==> config.mk <==
export PLATFORM = sky130hd
export DESIGN_NAME = port_signal_output_routing
export DESIGN_NICKNAME = d
export VERILOG_FILES = /design/src/hdl/port_route_pkg.sv /design/src/hdl/port_signal_output_routing.sv
export SDC_FILE = /design/constraint.sdc
export NUM_CORES = 1
export LEC_CHECK = 0
export ABC_AREA = 1
export BUFFER_PORTS_ARGS = -buffer_cell sky130_fd_sc_hd__buf_2
export CORE_ASPECT_RATIO = 0.75
export CORE_MARGIN = 8
export CORE_UTILIZATION = 53
export DETAILED_ROUTE_END_ITERATION = 6
export GPL_ROUTABILITY_DRIVEN = 0
export PLACE_DENSITY = 0.88
export SLEW_MARGIN = 20
export SYNTH_ARGS = -nofsm -noshare
export SYNTH_HDL_FRONTEND = slang
export SYNTH_SLANG_ARGS = --single-unit
==> constraint.sdc <==
create_clock -name clock -period 1.6 [get_ports clock]
set_input_delay 0.16 -clock clock [delete_from_list [all_inputs] [get_ports clock]]
set_output_delay 0.16 -clock clock [all_outputs]
set_load 0.01 [all_outputs]
==> src/hdl/port_route_pkg.sv <==
package port_route_pkg;

	// register port geometry
	localparam int          ADDR_W         = 5;
	localparam int          DATA_W         = 8;

	// configuration region, printed offsets
	localparam logic [4:0]  CLK_OUT_ADDR   = 5'h04;
	localparam logic [4:0]  ROUTE_ADDR     = 5'h06;
	localparam logic [4:0]  SLEW_ADDR      = 5'h07;

	// virtual port region: base plus printed offset
	localparam logic [4:0]  VPORT_BASE     = 5'h10;
	localparam logic [4:0]  VP_DIR_OFS     = 5'h00;
	localparam logic [4:0]  VP_OUT_OFS     = 5'h01;
	localparam logic [4:0]  VP_IN_OFS      = 5'h02;
	localparam logic [4:0]  VP_FLAGS_OFS   = 5'h03;

	// reset values
	localparam logic [7:0]  CLK_OUT_RST    = 8'h00;
	localparam logic [7:0]  ROUTE_RST      = 8'h00;
	localparam logic [7:0]  SLEW_RST       = 8'h00;
	localparam logic [7:0]  VPORT_RST      = 8'h00;

	// clock_output_control fields
	localparam int          ALT_BIT        = 7;
	localparam int          RTC_LSB        = 5;
	localparam int          SEL_LSB        = 2;
	localparam int          CPORT_LSB      = 0;
	localparam logic [7:0]  CLK_OUT_MASK   = 8'hEF;

	// comparator_event_route fields
	localparam int          AC_LSB         = 6;
	localparam int          EV_LSB         = 4;
	localparam int          ASYNC_BIT      = 3;
	localparam int          CH_LSB         = 0;

	// slew_limit_control fields
	localparam int          SLEW_R_BIT     = 7;
	localparam int          SLEW_D_BIT     = 3;
	localparam int          SLEW_C_BIT     = 2;
	localparam int          SLEW_A_BIT     = 0;
	localparam logic [7:0]  SLEW_MASK      = 8'h8D;

	// real port indices
	localparam int          NUM_PORTS      = 6;
	localparam logic [2:0]  PORT_A         = 3'h0;
	localparam logic [2:0]  PORT_C         = 3'h2;
	localparam logic [2:0]  PORT_D         = 3'h3;
	localparam logic [2:0]  PORT_E         = 3'h4;
	localparam logic [2:0]  PORT_R         = 3'h5;

	// pin positions
	localparam logic [2:0]  CLK_EVT_PIN    = 3'h7;
	localparam logic [2:0]  CLK_EVT_ALT    = 3'h4;
	localparam logic [2:0]  RTC_CD_PIN     = 3'h6;
	localparam logic [2:0]  R_PIN          = 3'h0;
	localparam logic [2:0]  AC0_PIN        = 3'h6;
	localparam logic [2:0]  AC1_PIN        = 3'h7;

	// two-bit route codes
	localparam logic [1:0]  CODE_0         = 2'h0;
	localparam logic [1:0]  CODE_1         = 2'h1;
	localparam logic [1:0]  CODE_2         = 2'h2;
	localparam logic [1:0]  CODE_3         = 2'h3;

endpackage

==> src/hdl/port_signal_output_routing.sv <==
// Contract
// - alternate bit moves clock and event output from pin 7 to pin 4.
// - rtc route 00 off, 01 C6, 10 D6, 11 R0.
// - clock choice 00 single, 01 double, 10 quad, 11 reserved (low).
// - clock port 00 off, 01 C, 10 D, 11 E.
// - routed clock uses pin 7 unless the alternate bit moves it.
// - clock wins over event on the same pin.
// - clock reaches the pin only while that pin is an output.
// - comparator port 00 A, 01 C, 10 D, 11 R.
// - each comparator output is enabled by the comparator unit and reaches the pin only while that pin is an output.
// - event port 00 off, 01 C, 10 D, 11 R.
// - event on pin 7 for C and D, pin 0 for R.
// - event reaches the pin only while that pin is an output.
// - async enable switches the event pin to the asynchronous path.
// - three-bit channel choice picks one of eight event channels.
// - slew bits 7 R, 3 D, 2 C, 0 A drive per-port slew outputs.
// - reserved slew bits read zero; software writes zero.
// - virtual direction access equals mapped real port direction access.
// - virtual output access equals mapped real port output access.
// - routing, slew and virtual port registers reset to zero.
// - virtual input register returns the mapped port pin inputs.
// - virtual flags alias mapped port flags, write one to clear.
//
// Local design decision: strobed register access.
`timescale 1ns/1ps
module port_signal_output_routing
(
	// clock and reset
	input  wire logic                                               clock,
	input  wire logic                                               reset_n,
	// register port
	input  wire logic [port_route_pkg::ADDR_W-1:0]                  reg_addr,
	input  wire logic [7:0]                                         reg_wdata,
	input  wire logic                                               reg_wr,
	input  wire logic                                               reg_rd,
	output logic      [7:0]                                         reg_rdata,
	// virtual port mapping and real port flags
	input  wire logic [2:0]                                         vport_map,
	input  wire logic [port_route_pkg::NUM_PORTS-1:0][7:0]          pin_irq_flags,
	output logic      [7:0]                                         flag_clear,
	output logic      [2:0]                                         flag_clear_port,
	// internal signal sources
	input  wire logic                                               per_clock_single,
	input  wire logic                                               per_clock_double,
	input  wire logic                                               per_clock_quad,
	input  wire logic                                               rtc_clock,
	input  wire logic [7:0]                                         evt_sync,
	input  wire logic [7:0]                                         evt_async,
	input  wire logic [1:0]                                         ac_out,
	input  wire logic [1:0]                                         ac_out_en,
	// pads
	input  wire logic [port_route_pkg::NUM_PORTS-1:0][7:0]          pin_in,
	output logic      [port_route_pkg::NUM_PORTS-1:0][7:0]          pin_out,
	output logic      [port_route_pkg::NUM_PORTS-1:0][7:0]          pin_oe,
	output logic                                                    slew_limit_port_a,
	output logic                                                    slew_limit_port_c,
	output logic                                                    slew_limit_port_d,
	output logic                                                    slew_limit_port_r
);

	localparam int NP = port_route_pkg::NUM_PORTS;

	logic [7:0]         clk_ctrl_q;
	logic [7:0]         route_q;
	logic [7:0]         slew_q;
	logic [NP-1:0][7:0] dir_q;
	logic [NP-1:0][7:0] out_q;
	logic [7:0]         rdata_q;
	logic [7:0]         clr_q;
	logic [2:0]         clr_port_q;
	logic [NP-1:0][7:0] pin_out_q;
	logic [NP-1:0][7:0] pin_oe_q;

	logic [NP-1:0][7:0] ovr_en;
	logic [NP-1:0][7:0] ovr_val;
	logic               map_ok;

	logic               wr_clk;
	logic               wr_route;
	logic               wr_slew;
	logic               wr_vdir;
	logic               wr_vout;
	logic               wr_vflags;

	logic [1:0]         rtc_code;
	logic [1:0]         sel_code;
	logic [1:0]         cport_code;
	logic [1:0]         ac_code;
	logic [1:0]         ev_code;
	logic [2:0]         ce_pin;
	logic               per_clk;
	logic               evt_bit;

	// register decode
	function automatic logic hit(input logic [4:0] a, input logic [4:0] target);
		return a == target;
	endfunction

	// virtual port registers sit at a fixed base plus their offset
	function automatic logic [4:0] vreg(input logic [4:0] ofs);
		return port_route_pkg::VPORT_BASE | ofs;
	endfunction

	assign map_ok    = vport_map < 3'(NP);

	// write decode; an unmapped virtual port drops the write instead of hitting a wrong port
	always_comb
	begin
		wr_clk    = 1'b0;
		wr_route  = 1'b0;
		wr_slew   = 1'b0;
		wr_vdir   = 1'b0;
		wr_vout   = 1'b0;
		wr_vflags = 1'b0;
		if (reg_wr)
		begin
			if (hit(reg_addr, port_route_pkg::CLK_OUT_ADDR))
				wr_clk = 1'b1;
			else if (hit(reg_addr, port_route_pkg::ROUTE_ADDR))
				wr_route = 1'b1;
			else if (hit(reg_addr, port_route_pkg::SLEW_ADDR))
				wr_slew = 1'b1;
			else if (map_ok)
			begin
				if (hit(reg_addr, vreg(port_route_pkg::VP_DIR_OFS)))
					wr_vdir = 1'b1;
				else if (hit(reg_addr, vreg(port_route_pkg::VP_OUT_OFS)))
					wr_vout = 1'b1;
				else if (hit(reg_addr, vreg(port_route_pkg::VP_FLAGS_OFS)))
					wr_vflags = 1'b1;
			end
		end
	end

	assign rtc_code   = clk_ctrl_q[port_route_pkg::RTC_LSB +: 2];
	assign sel_code   = clk_ctrl_q[port_route_pkg::SEL_LSB +: 2];
	assign cport_code = clk_ctrl_q[port_route_pkg::CPORT_LSB +: 2];
	assign ac_code    = route_q[port_route_pkg::AC_LSB +: 2];
	assign ev_code    = route_q[port_route_pkg::EV_LSB +: 2];

	// configuration registers
	always_ff @(posedge clock)
	begin
		if (!reset_n)
		begin
			clk_ctrl_q <= port_route_pkg::CLK_OUT_RST;
			route_q    <= port_route_pkg::ROUTE_RST;
			slew_q     <= port_route_pkg::SLEW_RST;
		end
		else
		begin
			if (wr_clk)
				clk_ctrl_q <= reg_wdata & port_route_pkg::CLK_OUT_MASK;
			if (wr_route)
				route_q <= reg_wdata;
			if (wr_slew)
				slew_q <= reg_wdata & port_route_pkg::SLEW_MASK;
		end
	end

	// real port direction and output value, reached through the virtual alias
	always_ff @(posedge clock)
	begin
		if (!reset_n)
		begin
			// ports never mapped clear too, so their pads start as inputs
			for (int p = 0; p < NP; p++)
			begin
				dir_q[p] <= port_route_pkg::VPORT_RST;
				out_q[p] <= port_route_pkg::VPORT_RST;
			end
		end
		else
		begin
			if (wr_vdir)
				dir_q[vport_map] <= reg_wdata;
			if (wr_vout)
				out_q[vport_map] <= reg_wdata;
		end
	end

	// flag clear is a one-cycle pulse; the port owning the flags lets a set win
	always_ff @(posedge clock)
	begin
		if (!reset_n)
		begin
			clr_q      <= 8'h00;
			clr_port_q <= 3'h0;
		end
		else
		begin
			clr_q      <= wr_vflags ? reg_wdata : 8'h00;
			clr_port_q <= vport_map;
		end
	end

	// read data stands only in the cycle after the strobe
	always_ff @(posedge clock)
	begin
		if (!reset_n)
			rdata_q <= 8'h00;
		else if (!reg_rd)
			rdata_q <= 8'h00;
		else if (hit(reg_addr, port_route_pkg::CLK_OUT_ADDR))
			rdata_q <= clk_ctrl_q;
		else if (hit(reg_addr, port_route_pkg::ROUTE_ADDR))
			rdata_q <= route_q;
		else if (hit(reg_addr, port_route_pkg::SLEW_ADDR))
			rdata_q <= slew_q;
		else if (!map_ok)
			rdata_q <= 8'h00;
		else if (hit(reg_addr, vreg(port_route_pkg::VP_DIR_OFS)))
			rdata_q <= dir_q[vport_map];
		else if (hit(reg_addr, vreg(port_route_pkg::VP_OUT_OFS)))
			rdata_q <= out_q[vport_map];
		else if (hit(reg_addr, vreg(port_route_pkg::VP_IN_OFS)))
			rdata_q <= pin_in[vport_map];
		else if (hit(reg_addr, vreg(port_route_pkg::VP_FLAGS_OFS)))
			rdata_q <= pin_irq_flags[vport_map];
		else
			rdata_q <= 8'h00;
	end

	// source selection
	always_comb
	begin
		case (sel_code)
			port_route_pkg::CODE_0: per_clk = per_clock_single;
			port_route_pkg::CODE_1: per_clk = per_clock_double;
			port_route_pkg::CODE_2: per_clk = per_clock_quad;
			default:                per_clk = 1'b0;
		endcase
		if (route_q[port_route_pkg::ASYNC_BIT])
			evt_bit = evt_async[route_q[port_route_pkg::CH_LSB +: 3]];
		else
			evt_bit = evt_sync[route_q[port_route_pkg::CH_LSB +: 3]];
		ce_pin = clk_ctrl_q[port_route_pkg::ALT_BIT] ? port_route_pkg::CLK_EVT_ALT
			: port_route_pkg::CLK_EVT_PIN;
	end

	// overrides, written lowest priority first so later ones win
	always_comb
	begin
		ovr_en  = '0;
		ovr_val = '0;
		// comparator outputs; port chosen here, enable from the comparator
		for (int i = 0; i < 2; i++)
		begin
			logic [2:0] ap;
			logic [2:0] an;
			ap = port_route_pkg::PORT_A;
			an = (i == 0) ? port_route_pkg::AC0_PIN : port_route_pkg::AC1_PIN;
			case (ac_code)
				port_route_pkg::CODE_0: ap = port_route_pkg::PORT_A;
				port_route_pkg::CODE_1: ap = port_route_pkg::PORT_C;
				port_route_pkg::CODE_2: ap = port_route_pkg::PORT_D;
				default:                ap = port_route_pkg::PORT_R;
			endcase
			if (ac_out_en[i])
			begin
				ovr_en[ap][an]  = 1'b1;
				ovr_val[ap][an] = ac_out[i];
			end
		end
		// rtc clock; code 10 means port D, 11 port R
		case (rtc_code)
			port_route_pkg::CODE_1:
			begin
				ovr_en[port_route_pkg::PORT_C][port_route_pkg::RTC_CD_PIN]  = 1'b1;
				ovr_val[port_route_pkg::PORT_C][port_route_pkg::RTC_CD_PIN] = rtc_clock;
			end
			port_route_pkg::CODE_2:
			begin
				ovr_en[port_route_pkg::PORT_D][port_route_pkg::RTC_CD_PIN]  = 1'b1;
				ovr_val[port_route_pkg::PORT_D][port_route_pkg::RTC_CD_PIN] = rtc_clock;
			end
			port_route_pkg::CODE_3:
			begin
				ovr_en[port_route_pkg::PORT_R][port_route_pkg::R_PIN]  = 1'b1;
				ovr_val[port_route_pkg::PORT_R][port_route_pkg::R_PIN] = rtc_clock;
			end
			default:
			begin
			end
		endcase
		// event output
		case (ev_code)
			port_route_pkg::CODE_1:
			begin
				ovr_en[port_route_pkg::PORT_C][ce_pin]  = 1'b1;
				ovr_val[port_route_pkg::PORT_C][ce_pin] = evt_bit;
			end
			port_route_pkg::CODE_2:
			begin
				ovr_en[port_route_pkg::PORT_D][ce_pin]  = 1'b1;
				ovr_val[port_route_pkg::PORT_D][ce_pin] = evt_bit;
			end
			port_route_pkg::CODE_3:
			begin
				ovr_en[port_route_pkg::PORT_R][port_route_pkg::R_PIN]  = 1'b1;
				ovr_val[port_route_pkg::PORT_R][port_route_pkg::R_PIN] = evt_bit;
			end
			default:
			begin
			end
		endcase
		// peripheral clock last, so it wins a shared pin
		case (cport_code)
			port_route_pkg::CODE_1:
			begin
				ovr_en[port_route_pkg::PORT_C][ce_pin]  = 1'b1;
				ovr_val[port_route_pkg::PORT_C][ce_pin] = per_clk;
			end
			port_route_pkg::CODE_2:
			begin
				ovr_en[port_route_pkg::PORT_D][ce_pin]  = 1'b1;
				ovr_val[port_route_pkg::PORT_D][ce_pin] = per_clk;
			end
			port_route_pkg::CODE_3:
			begin
				ovr_en[port_route_pkg::PORT_E][ce_pin]  = 1'b1;
				ovr_val[port_route_pkg::PORT_E][ce_pin] = per_clk;
			end
			default:
			begin
			end
		endcase
	end

	// pad drive is registered: routed signals reach the pad one cycle late,
	// so a routed clock is a sampled copy, not a glitch-free clock tree path
	always_ff @(posedge clock)
	begin
		if (!reset_n)
		begin
			pin_out_q <= '0;
		end
		else
		begin
			for (int p = 0; p < NP; p++)
			begin
				for (int b = 0; b < 8; b++)
				begin
					if (dir_q[p][b] && ovr_en[p][b])
						pin_out_q[p][b] <= ovr_val[p][b];
					else
						pin_out_q[p][b] <= out_q[p][b];
				end
			end
		end
	end

	// enables are registered too, so each pad's drive and value change in the same cycle
	always_ff @(posedge clock)
	begin
		if (!reset_n)
			pin_oe_q <= '0;
		else
			pin_oe_q <= dir_q;
	end

	assign reg_rdata         = rdata_q;
	assign flag_clear        = clr_q;
	assign flag_clear_port   = clr_port_q;
	assign pin_out           = pin_out_q;
	assign pin_oe            = pin_oe_q;
	assign slew_limit_port_a = slew_q[port_route_pkg::SLEW_A_BIT];
	assign slew_limit_port_c = slew_q[port_route_pkg::SLEW_C_BIT];
	assign slew_limit_port_d = slew_q[port_route_pkg::SLEW_D_BIT];
	assign slew_limit_port_r = slew_q[port_route_pkg::SLEW_R_BIT];

endmodule // port_signal_output_routing

==> out/results.tsv <==
metric	value	unit
Slew @ Worst Pin	499	ps
Hold Fails Final Rpt	0	
crit path launch type	register	
GRT overflow	0	
crit path cell chain	inv_1 > nand2_1 > nor3_2 > a21oi_1 > nor2_1 > o21ai_0 > a31oi_1	
Worst path slowest cell	dfxtp_1	
Clock Latency Late Sink	510	ps
worst path arrival time	1930	ps
final worst setup slack	68.9	ps
via count	11341	
HP Class	input port to register	
largest cells by area after synthesis	dfxtp_1 (46%), nand2_1 (16%), inv_1 (9.1%), a21oi_1 (7.1%), o21ai_0 (6.7%)	
asr flop ratio synth	0	%
CTS Buffer Depth	3	
worst clock skew	8.64	ps
fmax	653	MHz
synth cell count leaders	nand2_1 (420), inv_1 (244), dfxtp_1 (230), a21oi_1 (143), o21ai_0 (136)	
Placed Area	0.0121	mm2
leakage	0.00672	uW
largest area contributor in the netlist	dfxtp_1	
die span in y	136	um
#FFs+latches synth	230	
worst vdd ir	0.708	mV
clk sinks	230	
final setup vio count	0	
final wirelength	36.4	mm
Slew Viols, Final	0	
Synth Net Count	1640	
Worst setup EP type	register	
CTS Root Cell	clkbuf_16	
CTS tree	yes	
WL/cell	17.7	um
Req. time, crit path	2000	ps
count leader, synth	nand2_1	
Synth Flop Type	dfxtp_1	
Final period util	95.7	%
outcome	finished, violations left	
Netlist cell types	30	
I/O Buffers	258	
register area share after synthesis	45.6	%
die area	0.0238	mm2
HPWL Detailed	27.6	mm
Worst Setup Path Type	register to register	
Final Instance Area	0.0128	mm2
synth-to-layout area growth	26.7	%
syn_area_per_cell	6.73	um2
row count	43	
largest net degree at the start of global routing	69	
# H-tree levels	1	
Yosys warning total	0	
Worst-path clk slew	70	ps
layout cells sized above 1	22.0	%
Initial Util	54.4	%
Slew HR	66.8	%
setup TNS	0	ps
vias in the first global route	10777	
Post-synth EDFFs	0	
first-pass GRT wire length	56.3	mm
initial antenna violation count	4	
post-layout min period	1530	ps
Synth Cell Area	0.0101	mm2
failing checks	DRC	
worst slack, placed	-162	ps
Synth Instances	1500	
TritonCTS buffer count	21	
PD cells	926	mW/mm2
Max-Cap Viols	0	
average via count per standard cell	5.52	
I/O pin total	259	
Starting DRT DRC Count	1617	
Critical Path Max Stage Delay	380	ps
Nets	1932	
core area	0.0186	mm2
CP max FO	6	
DRT Pass-1 Iters	7	
post-synth top area share	45.6	%
# DRC	7	
die width	175	um
Post-DRT Antenna Nets	0	
global-route usage over all layers	29.2	%
kinds of logic after synthesis:
| logic type | after synthesis | share of synthesized area (%) |
|---|---|---|
| and+or+nand+nor | 630 | 25.9 |
| buffers and inverters | 329 | 12.8 |
| AOI/OAI and AO/OA | 311 | 15.7 |
| DFF | 230 | 45.6 |
per-stage QoR:
step,power (uW),instances,hold WS [ps],util (%)
after floorplan,6420,1500,319,-
after global placement,6890,2014,419,65.1
after detailed placement,6910,2014,423,65.1
after CTS,11800,2053,14.6,68.8
after global routing,12200,2055,23.4,68.9
final,11900,2055,28.7,68.9
worst max-delay path: cells and delay by family, from the launching register on:
family | cells | cell delay (ps)
and+or+nand+nor | 3 | 460
buffers and inverters | 1 | 100
DFF | 1 | 380
AOI/OAI and AO/OA | 3 | 490
per-layer routing:
layer | GRT usage (%) | vias to the layer above | part of all wire [%]
met5 | 0 | - | 0.063
li1 | - | 5271 | -
met1 | 37.1 | 5084 | 37
met3 | 10.5 | 144 | 16
met4 | 12.3 | 4 | 4.2
met2 | 44.5 | 838 | 43
area by class of cell:
cell class	instances	area, um2
multi-input combinational	941	4220
timing repair buffer	349	2040
clock buffer	29	576
inverter	249	937
clock inverter	8	101
tap	247	309
fill	1538	5770
sequential	230	4610
antenna	2	5.00
power by group:
group | switching (uW) | total [uW] | internal (uW)
Combinational | 673 | 1080 | 403
Clock | 2160 | 5020 | 2860
Sequential | 15.4 | 5760 | 5740
Total | 2850 | 11900 | 9010
worst paths after layout:
kind | start | slack [ps] | to | depth (start not counted)
worst min register to register | dir_q[34] | 430 | pin_oe[34] | 2
worst min-delay path | reset_n | 30 | dir_q[15] | 3
worst max-delay path | route_q[5] | 70 | pin_out[20] | 7
worst max register to register | route_q[5] | 70 | pin_out[20] | 7
cells in the final DEF, fill, tap and decap left out, types with 6 or more instances in the layout:
cell,instances
o22ai_1,6
clkbuf_1,6
o21ai_0,136
buf_4,85
nand2_1,419
o21ai_1,10
nand3_1,98
nand3b_1,9
dfxtp_1,228
a31oi_1,11
nor3_1,8
buf_2,257
inv_1,244
a21oi_1,142
nor2_1,74
clkbuf_16,21
registers in the layout (all words and copies together), names as in the netlist:
name	count
clk_ctrl_q	7
dir_q	48
flag_clear	8
flag_clear_port	3
out_q	48
pin_oe	48
pin_out	48
reg_rdata	8
route_q	8
slew_q	4
timing repair:
item                                   4_1_cts  5_1_grt
hold buffers                                 2        0
setup endpoints to repair                    1        3
resized for setup                            1        6
pin swaps                                    0        0
endpoints found under the hold margin        3        0
buffers inserted                             0        0
(Power assumes the default switching activity.)
